File: src/core/txe_pkg.sv
// Constants, register map and code tables for the transfer error coder.
// Assumes a 16-bit register port with byte-style offsets.
package txe_pkg;
  localparam int ADDR_W = 8;
  localparam int DATA_W = 16;
  localparam int CODE_W = 6;
  localparam int ECC_W = 8;
  localparam int RP_W = 8;

  // Register offsets
  localparam logic [7:0] ERR_WORD_ADDR = 8'h04;
  localparam logic [7:0] TAPE_CTRL_ADDR = 8'h08;
  localparam logic [7:0] STATUS_ADDR = 8'h30;
  localparam logic [15:0] CTRL_RESET = 16'h0000;
  localparam logic [15:0] WORD_RESET = 16'h0000;

  // Field positions
  localparam int FAIL_LSB = 10;
  localparam int INT_LSB = 0;
  localparam int NOREPO_BIT = 15;
  localparam int FMT_MSB = 14;
  localparam int FMT_LSB = 12;
  localparam int CTRL_KEEP_LSB = 8;
  localparam logic [2:0] FMT_MAX_VALID = 3'h1;

  // Interrupt codes
  localparam logic [5:0] INT_DONE = 6'h01;
  localparam logic [5:0] INT_DATA_CHECK = 6'h12;
  localparam logic [5:0] INT_READ_OPP = 6'h13;
  localparam logic [5:0] INT_UNREAD = 6'h14;
  localparam logic [5:0] INT_RETRY = 6'h15;
  localparam logic [5:0] INT_EOT_ERR = 6'h16;
  localparam logic [5:0] INT_BAD_TAPE = 6'h17;
  localparam logic [5:0] INT_FMT_FAULT = 6'h18;
  localparam logic [5:0] INT_XPT_FAULT = 6'h19;

  // Data-check failure codes
  localparam logic [5:0] FAIL_NONE = 6'h00;
  localparam logic [5:0] FAIL_ECC_PE = 6'h04;
  localparam logic [5:0] FAIL_ECC_ANY = 6'h05;
  localparam logic [5:0] FAIL_WF_PE = 6'h06;
  localparam logic [5:0] FAIL_WF_GCR = 6'h07;
  localparam logic [5:0] FAIL_READ_STATUS_WORD = 6'h08;
  localparam logic [5:0] FAIL_CRC = 6'h09;
  localparam logic [5:0] FAIL_BUS_PAR = 6'h0a;
  localparam logic [5:0] FAIL_REC_LEN = 6'h0b;

  // Amplitude, pointer, incorrectable, two-track, single-track
  localparam logic [7:0] ECC_PE_WRITE_MASK = 8'h1f;

  // Formatter fault sources, lowest index wins
  localparam int FMT_N = 19;
  localparam int FMT_IW = 5;
  localparam int LOOP_BASE = 4;
  localparam int LOOP_PHASES = 9;
  localparam logic [5:0] FMT_CODES [FMT_N] = '{
    6'h01, 6'h02, 6'h03, 6'h04, 6'h05, 6'h08, 6'h09, 6'h0a, 6'h0b,
    6'h0c, 6'h0d, 6'h0e, 6'h0f, 6'h06, 6'h07, 6'h10, 6'h11, 6'h12,
    6'h13};

  // Transport fault sources, lowest index wins
  localparam int XPT_N = 26;
  localparam int XPT_IW = 5;
  localparam logic [5:0] XPT_CODES [XPT_N] = '{
    6'h01, 6'h02, 6'h03, 6'h04, 6'h05, 6'h06, 6'h07, 6'h08, 6'h09,
    6'h0a, 6'h0b, 6'h0c, 6'h0d, 6'h0e, 6'h0f, 6'h11, 6'h12, 6'h13,
    6'h14, 6'h15, 6'h16, 6'h17, 6'h18, 6'h19, 6'h1a, 6'h1b};

  typedef enum logic [1:0] {ST_IDLE, ST_XFER, ST_PICK} txe_state_t;
endpackage

File: src/core/txe_prio_pick.sv
// Registered lowest-index-first picker over a flag vector.
// Assumes one clock and a synchronous active-high reset.
`timescale 1ns/1ps
module txe_prio_pick #(
  parameter int W = 8,
  parameter int IW = 3
) (
  // Clock and reset
  input wire logic clk,
  input wire logic srst,
  // Sample request and flags
  input wire logic en,
  input wire logic [W-1:0] flags,
  // Registered result
  output logic any_q,
  output logic [IW-1:0] idx_q
);
  logic [IW-1:0] idx_d;

  // Lowest set flag gives the index
  always_comb begin
    idx_d = '0;
    for (int i = W - 1; i >= 0; i--) begin
      if (flags[i]) begin
        idx_d = IW'(i);
      end
    end
  end

  // Capture on request
  always_ff @(posedge clk) begin
    if (srst) begin
      any_q <= 1'b0;
      idx_q <= '0;
    end else if (en) begin
      any_q <= |flags;
      idx_q <= idx_d;
    end
  end
endmodule

File: src/core/txe_xfer_err_coder.sv
// Data transfer error coder: builds the end-of-operation error word.
// Assumes all inputs synchronous to clk and one-cycle start/end pulses.
`timescale 1ns/1ps
module txe_xfer_err_coder (
  // Clock and reset
  input wire logic clk,
  input wire logic srst,
  // Register port
  input wire logic [txe_pkg::ADDR_W-1:0] regAddr,
  input wire logic [txe_pkg::DATA_W-1:0] regWrData,
  input wire logic regWrStb,
  input wire logic regRdStb,
  output logic [txe_pkg::DATA_W-1:0] regRdData_q,
  // Transfer framing
  input wire logic xferStart,
  input wire logic xferEnd,
  input wire logic runSignal,
  input wire logic phaseEncodedFormat,
  input wire logic writeOp,
  // Data path status
  input wire logic [txe_pkg::ECC_W-1:0] eccStatusWord,
  input wire logic [txe_pkg::RP_W-1:0] readPathFailFlags,
  input wire logic [txe_pkg::RP_W-1:0] readPathFlagWord,
  input wire logic readStatusBad,
  input wire logic crcMismatch,
  input wire logic hostBusParityErr,
  input wire logic retryLenMismatch,
  // Retry outcome
  input wire logic retryNeeded,
  input wire logic retryReverse,
  input wire logic recordUnrecoverable,
  input wire logic pastEndWriteError,
  input wire logic positionLost,
  input wire logic writeRetriesFailed,
  // Formatter faults
  input wire logic invalidCmd,
  input wire logic xferWhileNonXfer,
  input wire logic wseqEncodeErr,
  input wire logic cmdLoopMismatch,
  input wire logic [3:0] cmdLoopPhase,
  input wire logic eccRomParity,
  input wire logic tseqRomParity,
  input wire logic wseqLeftMissing,
  input wire logic xferLatchParity,
  input wire logic tseqDoneMissing,
  input wire logic wseqParity,
  // Transport faults, one flag per code
  input wire logic [txe_pkg::XPT_N-1:0] transportFault,
  // Report
  output logic [txe_pkg::DATA_W-1:0] errorWord_q,
  output logic reportValid_q,
  output logic holdAtRecordStart_q,
  output logic busy_q
);
  txe_pkg::txe_state_t state_q;
  logic [txe_pkg::DATA_W-1:0] ctrl_q;
  logic runSeen_q;
  logic [txe_pkg::FMT_N-1:0] fmtVec;
  logic fmtAny;
  logic [txe_pkg::FMT_IW-1:0] fmtIdx;
  logic xptAny;
  logic [txe_pkg::XPT_IW-1:0] xptIdx;
  logic [5:0] dcFail_d;
  logic [5:0] dcFail_q;
  logic [5:0] dataInt_d;
  logic [5:0] dataInt_q;
  logic [txe_pkg::DATA_W-1:0] word_d;
  logic [txe_pkg::DATA_W-1:0] rd_d;
  logic endTake;
  logic noRepo;
  logic [2:0] fmtSel;

  // Counts set bits in a flag word
  function automatic logic [4:0] countOnes(
    input logic [2*txe_pkg::RP_W-1:0] v
  );
    logic [4:0] n;
    n = 5'h00;
    for (int i = 0; i < 2 * txe_pkg::RP_W; i++) begin
      n = n + {4'h0, v[i]};
    end
    return n;
  endfunction

  // Packs failure and interrupt fields into one word
  function automatic logic [txe_pkg::DATA_W-1:0] packWord(
    input logic [5:0] fail,
    input logic [5:0] intr
  );
    logic [txe_pkg::DATA_W-1:0] w;
    w = txe_pkg::WORD_RESET;
    w[txe_pkg::FAIL_LSB +: txe_pkg::CODE_W] = fail;
    w[txe_pkg::INT_LSB +: txe_pkg::CODE_W] = intr;
    return w;
  endfunction

  assign endTake = xferEnd && (state_q != txe_pkg::ST_PICK);
  assign noRepo = ctrl_q[txe_pkg::NOREPO_BIT];
  assign fmtSel = ctrl_q[txe_pkg::FMT_MSB:txe_pkg::FMT_LSB];

  // Operation sequencing
  always_ff @(posedge clk) begin
    if (srst) begin
      state_q <= txe_pkg::ST_IDLE;
    end else begin
      case (state_q)
        txe_pkg::ST_IDLE, txe_pkg::ST_XFER: begin
          if (xferEnd) begin
            state_q <= txe_pkg::ST_PICK;
          end else if (xferStart) begin
            state_q <= txe_pkg::ST_XFER;
          end
        end
        default: begin
          state_q <= txe_pkg::ST_IDLE; // Report cycle lasts one clock
        end
      endcase
    end
  end

  // Busy flag follows the operation
  always_ff @(posedge clk) begin
    if (srst) begin
      busy_q <= 1'b0;
    end else begin
      busy_q <= (state_q == txe_pkg::ST_XFER && !xferEnd)
        || (state_q == txe_pkg::ST_IDLE && xferStart && !xferEnd);
    end
  end

  always_ff @(posedge clk) begin
    if (srst) begin
      runSeen_q <= 1'b0;
    end else if (xferStart && state_q != txe_pkg::ST_XFER) begin
      runSeen_q <= runSignal;
    end else if (runSignal) begin
      runSeen_q <= 1'b1;
    end
  end

  always_comb begin
    fmtVec = '0;
    fmtVec[0] = invalidCmd;
    fmtVec[1] = xferWhileNonXfer;
    fmtVec[2] = wseqEncodeErr
      || (writeOp && fmtSel > txe_pkg::FMT_MAX_VALID);
    fmtVec[3] = !(runSeen_q || runSignal);
    fmtVec[13] = eccRomParity;
    fmtVec[14] = tseqRomParity;
    fmtVec[15] = wseqLeftMissing;
    fmtVec[16] = xferLatchParity;
    fmtVec[17] = tseqDoneMissing;
    fmtVec[18] = wseqParity;
  end

  logic [txe_pkg::LOOP_PHASES-1:0] loopHit;
  for (genvar p = 0; p < txe_pkg::LOOP_PHASES; p++) begin : g_loop
    assign loopHit[p] = cmdLoopMismatch && (cmdLoopPhase == 4'(p));
  end

  logic [txe_pkg::FMT_N-1:0] fmtAll;
  assign fmtAll = fmtVec | (txe_pkg::FMT_N'(loopHit) << txe_pkg::LOOP_BASE);

  txe_prio_pick #(
    .W(txe_pkg::FMT_N),
    .IW(txe_pkg::FMT_IW)
  ) u_fmt_pick (
    .clk(clk),
    .srst(srst),
    .en(endTake),
    .flags(fmtAll),
    .any_q(fmtAny),
    .idx_q(fmtIdx)
  );

  txe_prio_pick #(
    .W(txe_pkg::XPT_N),
    .IW(txe_pkg::XPT_IW)
  ) u_xpt_pick (
    .clk(clk),
    .srst(srst),
    .en(endTake),
    .flags(transportFault),
    .any_q(xptAny),
    .idx_q(xptIdx)
  );

  // Data-check failure code, last match wins
  always_comb begin
    dcFail_d = txe_pkg::FAIL_NONE;
    if (retryLenMismatch) begin
      dcFail_d = txe_pkg::FAIL_REC_LEN;
    end
    if (hostBusParityErr) begin
      dcFail_d = txe_pkg::FAIL_BUS_PAR;
    end
    if (phaseEncodedFormat && writeOp && crcMismatch) begin
      dcFail_d = txe_pkg::FAIL_CRC;
    end
    if (readStatusBad) begin
      dcFail_d = txe_pkg::FAIL_READ_STATUS_WORD;
    end
    if (!phaseEncodedFormat && writeOp
        && countOnes({readPathFailFlags, readPathFlagWord}) > 5'h01) begin
      dcFail_d = txe_pkg::FAIL_WF_GCR;
    end
    if (phaseEncodedFormat && writeOp
        && |{readPathFailFlags, readPathFlagWord}) begin
      dcFail_d = txe_pkg::FAIL_WF_PE;
    end
    if (|eccStatusWord) begin
      dcFail_d = txe_pkg::FAIL_ECC_ANY;
    end
    if (phaseEncodedFormat && writeOp
        && |(eccStatusWord & txe_pkg::ECC_PE_WRITE_MASK)) begin
      dcFail_d = txe_pkg::FAIL_ECC_PE;
    end
  end

  // Interrupt class for data and retry outcomes
  always_comb begin
    dataInt_d = txe_pkg::INT_DONE;
    if (positionLost || writeRetriesFailed) begin
      dataInt_d = txe_pkg::INT_BAD_TAPE;
    end else if (noRepo && pastEndWriteError) begin
      dataInt_d = txe_pkg::INT_EOT_ERR;
    end else if (noRepo && retryNeeded) begin
      dataInt_d = txe_pkg::INT_RETRY;
    end else if (recordUnrecoverable) begin
      dataInt_d = txe_pkg::INT_UNREAD;
    end else if (retryReverse) begin
      dataInt_d = txe_pkg::INT_READ_OPP;
    end else if (dcFail_d != txe_pkg::FAIL_NONE || retryNeeded
                 || pastEndWriteError) begin
      dataInt_d = txe_pkg::INT_DATA_CHECK;
    end
  end

  // Capture data-check result with the pickers
  always_ff @(posedge clk) begin
    if (srst) begin
      dcFail_q <= txe_pkg::FAIL_NONE;
      dataInt_q <= txe_pkg::INT_DONE;
    end else if (endTake) begin
      dcFail_q <= dcFail_d;
      dataInt_q <= dataInt_d;
    end
  end

  // Final word: formatter, then transport, then data
  always_comb begin
    if (fmtAny) begin
      word_d = packWord(txe_pkg::FMT_CODES[fmtIdx],
        txe_pkg::INT_FMT_FAULT);
    end else if (xptAny) begin
      word_d = packWord(txe_pkg::XPT_CODES[xptIdx],
        txe_pkg::INT_XPT_FAULT);
    end else begin
      // same failure set as data check
      word_d = packWord(dcFail_q, dataInt_q);
    end
  end

  always_ff @(posedge clk) begin
    if (srst) begin
      errorWord_q <= txe_pkg::WORD_RESET;
      reportValid_q <= 1'b0;
    end else begin
      reportValid_q <= (state_q == txe_pkg::ST_PICK);
      if (state_q == txe_pkg::ST_PICK) begin
        errorWord_q <= word_d;
      end
    end
  end

  always_ff @(posedge clk) begin
    if (srst) begin
      holdAtRecordStart_q <= 1'b0;
    end else if (state_q == txe_pkg::ST_PICK) begin
      holdAtRecordStart_q <= !fmtAny && !xptAny
        && (dataInt_q == txe_pkg::INT_RETRY
            || dataInt_q == txe_pkg::INT_EOT_ERR);
    end else if (xferStart) begin
      holdAtRecordStart_q <= 1'b0;
    end
  end

  // Tape control register, upper byte writable
  always_ff @(posedge clk) begin
    if (srst) begin
      ctrl_q <= txe_pkg::CTRL_RESET;
    end else if (regWrStb && regAddr == txe_pkg::TAPE_CTRL_ADDR) begin
      ctrl_q <= {regWrData[txe_pkg::DATA_W-1:txe_pkg::CTRL_KEEP_LSB],
        txe_pkg::CTRL_RESET[txe_pkg::CTRL_KEEP_LSB-1:0]};
    end
  end

  // Read mux
  always_comb begin
    case (regAddr)
      txe_pkg::ERR_WORD_ADDR: rd_d = errorWord_q;
      txe_pkg::TAPE_CTRL_ADDR: rd_d = ctrl_q;
      txe_pkg::STATUS_ADDR: rd_d = {13'h0000, holdAtRecordStart_q,
        runSeen_q, busy_q};
      default: rd_d = 16'h0000;
    endcase
  end

  // Read data one cycle after the strobe, zero otherwise
  always_ff @(posedge clk) begin
    if (srst) begin
      regRdData_q <= 16'h0000;
    end else begin
      regRdData_q <= regRdStb ? rd_d : 16'h0000;
    end
  end
endmodule

File: config.mk
export PLATFORM = sky130hd
export DESIGN_NAME = txe_xfer_err_coder
export DESIGN_NICKNAME = d
export VERILOG_FILES = /design/src/core/txe_pkg.sv /design/src/core/txe_prio_pick.sv /design/src/core/txe_xfer_err_coder.sv
export SDC_FILE = /design/constraint.sdc
export NUM_CORES = 1
export LEC_CHECK = 0
export ABC_AREA = 1
export BUFFER_PORTS_ARGS = -buffer_cell sky130_fd_sc_hd__buf_4
export CAP_MARGIN = 15
export CORE_AREA = 4 4 101 103
export DETAILED_ROUTE_END_ITERATION = 12
export DIE_AREA = 0 0 105 107
export GPL_ROUTABILITY_DRIVEN = 0
export PLACE_DENSITY = 0.65
export SLEW_MARGIN = 20
export SYNTH_ARGS = -nofsm -noshare
export SYNTH_HDL_FRONTEND = slang
export SYNTH_SLANG_ARGS = --single-unit
File: constraint.sdc
create_clock -name clk -period 5.48 [get_ports clk]
set_input_delay 0.274 -clock clk [delete_from_list [all_inputs] [get_ports clk]]
set_output_delay 0.274 -clock clk [all_outputs]
set_load 0.01 [all_outputs]
* After elaboration in Yosys (flattened, before gate mapping)
Memory sizes are Yosys's and may differ from the RTL's.
Cells that the tools add are included.
** Operators by class
- Reduce and logical (&&, ||, !) cells :: 53
- Multiplexer cells :: 72
- Add/subtract/negate cells :: 15
- Eq/ne operators :: 17
- $mul :: 0
- Shift operators :: 0
- Div/mod/pow operators :: 0
- Magnitude comparators :: 4
- Bitwise gates (word level) :: 5
** Operator list (count)
- $mux W5 :: 51
- $mux W6 :: 11
- $add A5 B1 Y5 :: 11
- $pmux W16 S3 :: 1
- $mux W16 :: 2
- $logic_and A1 B1 Y1 :: 26
- $reduce_or A26 Y1 :: 1
- $or A19 B13 Y19 :: 1
- $reduce_or A19 Y1 :: 1
- $eq A4 B3 Y1 const B :: 4
- $reduce_or A16 Y1 :: 1
- $eq A6 B5 Y1 const B :: 2
- $ge A6 B6 Y1 const B :: 2
- $not A5 Y6 :: 2
- $eq A4 B2 Y1 const B :: 2
- $eq A8 B3 Y1 const B :: 1
- $eq A8 B4 Y1 const B :: 1
- $eq A8 B6 Y1 const B :: 1
- $reduce_or A8 Y1 :: 1
- $logic_or A1 B1 Y1 :: 7
- $reduce_bool A2 Y1 :: 3
- $reduce_bool A6 Y1 :: 1
- $reduce_or A2 Y1 :: 3
- $add A4 B1 Y5 :: 1
- 20 further kinds :: 29
** Storage, ports and cells
- Input port bits :: 107
- Bits in read-only memories :: 384
- Word-level logic and storage cells :: 183
- Memory bits (writable) :: 0
- Memories kept :: 2
- Latch bits :: 0
- Register bits after elaboration :: 70
** Memories
- (name not given) :: words 32, bits a word 6, rd ports 1, clocked after memory_dff 0, write ports 0, RTL line txe_xfer_err_coder.sv:256 : word_d = packWord(txe_pkg::XPT_CODES[xptIdx],
- (name not given) :: words 32, bits a word 6, rd ports 1, clocked after memory_dff 0, write ports 0, RTL line txe_xfer_err_coder.sv:253 : word_d = packWord(txe_pkg::FMT_CODES[fmtIdx],

* Longest topological paths before layout
- Word-level depth :: 30
- Mapped depth :: 27
- Mapped depth without buffers :: 27

* Modules after synthesis
Synthesis repeated with hierarchy kept, for this count alone.
** Second synthesis, totals
- Cell total of the unflattened synthesis :: 581
- Area, all modules :: 3784.9 um^2
** Modules (own cells, without submodules)
- txe_xfer_err_coder :: seq. area each 900.9 um^2, cells an instance 395, area an instance 2781.4 um^2, times used 1
- txe_prio_pick at u_xpt_pick :: seq. area each 120.1 um^2, cells an instance 105, area an instance 545.5 um^2, times used 1
- txe_prio_pick at u_fmt_pick :: seq. area each 120.1 um^2, cells an instance 81, area an instance 457.9 um^2, times used 1

* Worst setup path before layout
No wires, ideal clock.
- Path type :: input to register
- From :: input readPathFlagWord[3] in the netlist's numbering
- To :: register dataInt_q[1]
- Arrival time :: 4.011 ns
- Path slack :: 1.395 ns
- Stages :: 17
- Data required time :: 5.406 ns
- Cell sequence :: inv_1 fa_1 fa_1 fa_1 fa_1 inv_1 ha_1 inv_1 fa_1 nor4b_1 a211o_1 nand2_1 nor3_1 inv_1 o21ai_1 or3_1 a31oi_1
** On the way
- Longest elaborated chain between the ends :: 28
** Ends and longest elaborated chain
- start: declaration :: RTL line txe_xfer_err_coder.sv:23 : input wire logic [txe_pkg::RP_W-1:0] readPathFlagWord,
- $add A3 B1 Y4 :: RTL line txe_xfer_err_coder.sv:80 : n = n + {4'h0, v[i]};
- $add A4 B1 Y5 :: RTL line txe_xfer_err_coder.sv:80
- $add A5 B1 Y5 (11 in series) :: RTL line txe_xfer_err_coder.sv:80
- $gt A5 B1 Y1 :: RTL line txe_xfer_err_coder.sv:204 : && countOnes({readPathFailFlags, readPathFlagWord}) > 5'h01) begin
- $logic_and A1 B1 Y1 :: RTL line txe_xfer_err_coder.sv:204
- $mux W6 :: RTL line txe_xfer_err_coder.sv:203 : if (!phaseEncodedFormat && writeOp
- $mux W6 (*) :: RTL line txe_xfer_err_coder.sv:207 : if (phaseEncodedFormat && writeOp
- $mux W6 (*) :: RTL line txe_xfer_err_coder.sv:211 : if (|eccStatusWord) begin
- (+2 left out)
- $logic_or A1 B1 Y1 (*) :: RTL line txe_xfer_err_coder.sv:233 : end else if (dcFail_d != txe_pkg::FAIL_NONE || retryNeeded
- $logic_or A1 B1 Y1 (*) :: RTL line txe_xfer_err_coder.sv:234 : || pastEndWriteError) begin
- $mux W5 (*) :: RTL line txe_xfer_err_coder.sv:233
- $mux W5 (*) :: RTL line txe_xfer_err_coder.sv:231 : end else if (retryReverse) begin
- $mux W5 (*) :: RTL line txe_xfer_err_coder.sv:229 : end else if (recordUnrecoverable) begin
- $mux W5 (*) :: RTL line txe_xfer_err_coder.sv:227 : end else if (noRepo && retryNeeded) begin
- $mux W5 (*) :: RTL line txe_xfer_err_coder.sv:225 : end else if (noRepo && pastEndWriteError) begin
- $mux W5 (*) :: RTL line txe_xfer_err_coder.sv:223 : if (positionLost || writeRetriesFailed) begin
- end signal: assignment :: RTL line txe_xfer_err_coder.sv:243 : dataInt_q <= txe_pkg::INT_DONE;
- end signal: assignment :: RTL line txe_xfer_err_coder.sv:246 : dataInt_q <= dataInt_d;
- end: declaration :: RTL line txe_xfer_err_coder.sv:66 : logic [5:0] dataInt_q;
Mark *: on every way between the ends. The rest lies on a longest branch, timed or not.
A chain may end at the register's enable or synchronous reset.

* Final worst setup path
Ends and elaborated chain as after synthesis.

==> summary.txt <==
Status
  – Status: complete, no violations

Setup path
  – Critical path class: primary input to register
  – CP Launch Point: readPathFlagWord[3]
  – Reg-to-Reg End: u_fmt_pick.idx_q[3]$_SDFFE_PP0P_
  – Worst Reg-to-Reg Cells: 7
  – Worst EP arrival: 4.31 ns
  – FF-to-FF setup slack: between 3 and 4 ns
  – Crit path max fanout: 3
  – Critical Path Start Type: primary input
  – R2r startpoint: state_q[1]$_SDFFE_PP0P_
  – WP data required: 5.70 ns
  – Crit path to: dataInt_q[1]$_SDFFE_PP0P_
  – Critical path capture point type: register

Floorplanning
  – Die Area: 11,200 sq um
  – Num ports: 142
  – Die span in x: 105 um
  – Initial core utilization: 0.397
  – Rows: 35
  – Die height: approximately 110 um
  – Core area: 9200 sq um

Clocking
  – CTS resizes: 0
  – Root buf cell: clkbuf_8
  – CTS sink cnt: 57
  – Reg clk slew, reported paths: 0.06 ns
  – Hold_buf cts: 0
  – Setup Fix Bufs, Post-CTS: 0
  – CTS Buffer Depth: 2
  – H-Tree Depth: 3
  – Worst-Skew Late Latency: 0.34 ns
  – CTS tree: yes
  – CTS Buf Count: 9

Place
  – PortBufs: between 100 and 150
  – Area after DPL: 4620 sq um
  – DP HPWL: 7600 um

STA
  – Setup TNS: 0 ns
  – Post-layout min period: 4.09 ns
  – Unrepaired setup endpoints after global routing: false
  – Slew margin rel.: 0.601
  – Worst Tran Pin Value: ~0.60 ns
  – Peak Freq: 245 MHz
  – Endpoints failing setup: 0
  – Final hold vios: 0
  – Worst Skew: 0.00688 ns
  – Final Max Tran Viols: 0
  – Period Utilization, post-route: 0.746

Synthesis
  – Asr flop ratio synth: 0
  – Post-synth cell types: 49
  – Mapped cell area: 3650 sq um
  – Seq/Total Area, Yosys: 0.313
  – Number of flops mapped to enable cells by yosys: 0
  – Mapped Avg Cell Area: 7.02 sq um
  – Primary FF master, synth: dfxtp_1
  – Post-synthesis cell count: between 500 and 600
  – Ys Warns: 0
  – Synthesized flop and latch total: 57

Power and ir drop
  – Pleak: 2.30 nW
  – Pwr dens: 226 nW/um^2
  – Peak VDD IR: 0.103 mV

Layout
  – Net count, final: 774
  – ANT cells: 0
  – Design area: 4800 sq um
  – Area Growth Syn to Fin: 31.5%
  – Ratio of cells with drive above 1 in the final layout: 0.248

Detailed routing
  – Iter 0 DRT Violations: between 100 and 150
  – DR pass1 iterations: 4
  – Post-route ant nets: 0
  – Routed vias: 3,674
  – Wire per inst: 12.2 um
  – WL final: 9260 um
  – DRC viols: 0
  – Via density: 4.84

Global routing
  – Antenna violations before repair: 0
  – Met1 usage: 0.202
  – Met3 Usage GRT: 0.0536
  – Global-route wire length before repair: 15,500 um
  – Largest net degree at the start of global routing: 26
  – GR Util All Layers: 0.168
  – Vias in the first global route: 3,610
  – Global route total overflow: 0
  – GRT busiest layer: met2
  – GR Layer Usage met2: 0.285

Min path
  – Min-Delay Path Class: primary input to register

Flow run
  – Maxcap violations: 0
==> critical path, cell delays in order <==
cell	delay, ns
buf_4	0.07
inv_1	0.05
fa_1	0.56
fa_1	0.45
fa_1	0.53
fa_1	0.40
inv_1	0.06
ha_1	0.16
inv_1	0.06
fa_1	0.53
nor4b_1	0.24
a211o_1	0.20
nand2_1	0.09
nor3_1	0.21
inv_1	0.08
o21ai_1	0.15
or3_1	0.12
a31oi_1	0.06
==> power by group <==
| group | switching, mW | internal, mW | total [mW] |
|---|---|---|---|
| Sequential | 0.0141 | 0.430 | 0.444 |
| Combinational | 0.147 | 0.141 | 0.288 |
| Clock | 0.167 | 0.188 | 0.354 |
| Total | 0.328 | 0.758 | 1.09 |
==> cells in the mapped netlist, types with 2 or more instances <==
| cell | n | area [sq um] |
|---|---|---|
| nand2_1 | 95 | 357 |
| inv_1 | 91 | 342 |
| dfxtp_1 | 57 | 1140 |
| a21oi_1 | 47 | 235 |
| nor2_1 | 47 | 176 |
| o21ai_0 | 27 | 135 |
| nand3_1 | 20 | 100 |
| ha_1 | 14 | 175 |
| nor3_1 | 14 | 70.1 |
| inv_2 | 11 | 41.3 |
| buf_4 | 10 | 75.1 |
| fa_1 | 10 | 200 |
| nand4_1 | 9 | 56.3 |
| clkbuf_1 | 8 | 30.0 |
| o21ai_1 | 7 | 35.0 |
| a211oi_1 | 6 | 45.0 |
| a31oi_1 | 4 | 25.0 |
| a221oi_1 | 3 | 26.3 |
| o221ai_1 | 3 | 26.3 |
| a211o_1 | 2 | 17.5 |
| bufinv_8 | 2 | 35.0 |
| clkbuf_8 | 2 | 27.5 |
| nor4_1 | 2 | 12.5 |
| o22ai_1 | 2 | 12.5 |
| o31ai_1 | 2 | 15.0 |
| or3_1 | 2 | 12.5 |
==> flip-flops by register name, indices dropped and copies added (netlist names) <==
register / flops
regRdData_q: 13
errorWord_q: 10
ctrl_q: 8
u_fmt_pick.idx_q: 5
u_xpt_pick.idx_q: 5
dataInt_q: 4
dcFail_q: 4
state_q: 2
busy_q: 1
holdAtRecordStart_q: 1
reportValid_q: 1
runSeen_q: 1
u_fmt_pick.any_q: 1
u_xpt_pick.any_q: 1
==> cell families (layout without fill, tap and decap cells) <==
family | count (synthesis) | count (layout) | synth area share
AOI/OAI and AO/OA | 113 | 113 | 0.182
xor gates and xnor gates | 2 | 2 | 0.00480
and+or+nand+nor | 197 | 197 | 0.241
other | 1 | 9 | 0.00103
adders and majority gates | 24 | 24 | 0.103
buffers and inverters | 126 | 246 | 0.155
DFF | 57 | 57 | 0.313
==> placed cells by master (no fill, tap or decap), types with 2 or more instances in the layout <==
| cell | synthesis | layout |
|---|---|---|
| or3_1 | 2 | 2 |
| inv_1 | 91 | 91 |
| clkbuf_8 | 2 | 11 |
| o31ai_1 | 2 | 2 |
| a31oi_1 | 4 | 4 |
| nor3_1 | 14 | 14 |
| bufinv_8 | 2 | 2 |
| inv_2 | 11 | 11 |
| nand4_1 | 9 | 9 |
| ha_1 | 14 | 14 |
| dfxtp_1 | 57 | 57 |
| clkinvlp_4 | 0 | 3 |
| o21ai_0 | 27 | 27 |
| buf_4 | 10 | 124 |
| nor4_1 | 2 | 2 |
| a21oi_1 | 47 | 47 |
| nor2_1 | 47 | 47 |
| nand3_1 | 20 | 20 |
| a211oi_1 | 6 | 6 |
| o221ai_1 | 3 | 3 |
| a221oi_1 | 3 | 3 |
| a211o_1 | 2 | 2 |
| fa_1 | 10 | 10 |
| conb_1 | 1 | 9 |
| o22ai_1 | 2 | 2 |
| nand2_1 | 95 | 95 |
| o21ai_1 | 7 | 7 |
==> how the worst min path moves through the flow <==
| stage | startpoint | end | slack (ns) | cells after the start |
|---|---|---|---|---|
| after floorplan | xferEnd | busy_q$_SDFF_PP0_ | 0.35 | 1 |
| after global placement | ctrl_q[8]$_SDFFE_PP0P_ | regRdData_q[8]$_SDFF_PP0_ | 0.43 | 2 |
| after detailed placement | ctrl_q[9]$_SDFFE_PP0P_ | regRdData_q[9]$_SDFF_PP0_ | 0.44 | 2 |
| after CTS | xferEnd | busy_q$_SDFF_PP0_ | 0.1 | 2 |
| after global routing | xferEnd | busy_q$_SDFF_PP0_ | 0.09 | 2 |
| final | xferEnd | state_q[0]$_SDFFE_PP0P_ | 0.12 | 2 |
==> through the flow <==
| step | cells | power, mW | utilization | worst slack (ns) | hold WS, ns |
|---|---|---|---|---|---|
| after global placement | 743 | 0.732 | 0.502 | 1.09 | 0.435 |
| after global routing | 759 | 1.16 | 0.522 | 1.13 | 0.0948 |
| after detailed placement | 743 | 0.740 | 0.502 | 1.03 | 0.442 |
| final | 759 | 1.09 | 0.522 | 1.39 | 0.117 |
| after CTS | 759 | 1.10 | 0.522 | 1.37 | 0.0997 |
| after floorplan | 528 | 0.637 | - | 1.39 | 0.353 |
==> layout make-up <==
class / count / area [sq um]
clock inverters: 4 / 27.5
clock buffers: 12 / 155
repair buffers: 124 / 931
inverters: 106 / 433
well taps: 111 / 139
flip-flops and latches: 57 / 1140
fillers: 912 / 4400
multi-input cells: 345 / 1970
==> per-layer routing <==
layer / vias up / routed length [um] / share of wire
met5: - / 0 / 0
met4: 0 / 88 / 0.0095
met3: 8 / 671 / 0.072
met2: 122 / 4420 / 0.48
met1: 1626 / 4090 / 0.44
li1: 1918 / - / -
(Power assumes the default switching activity.)
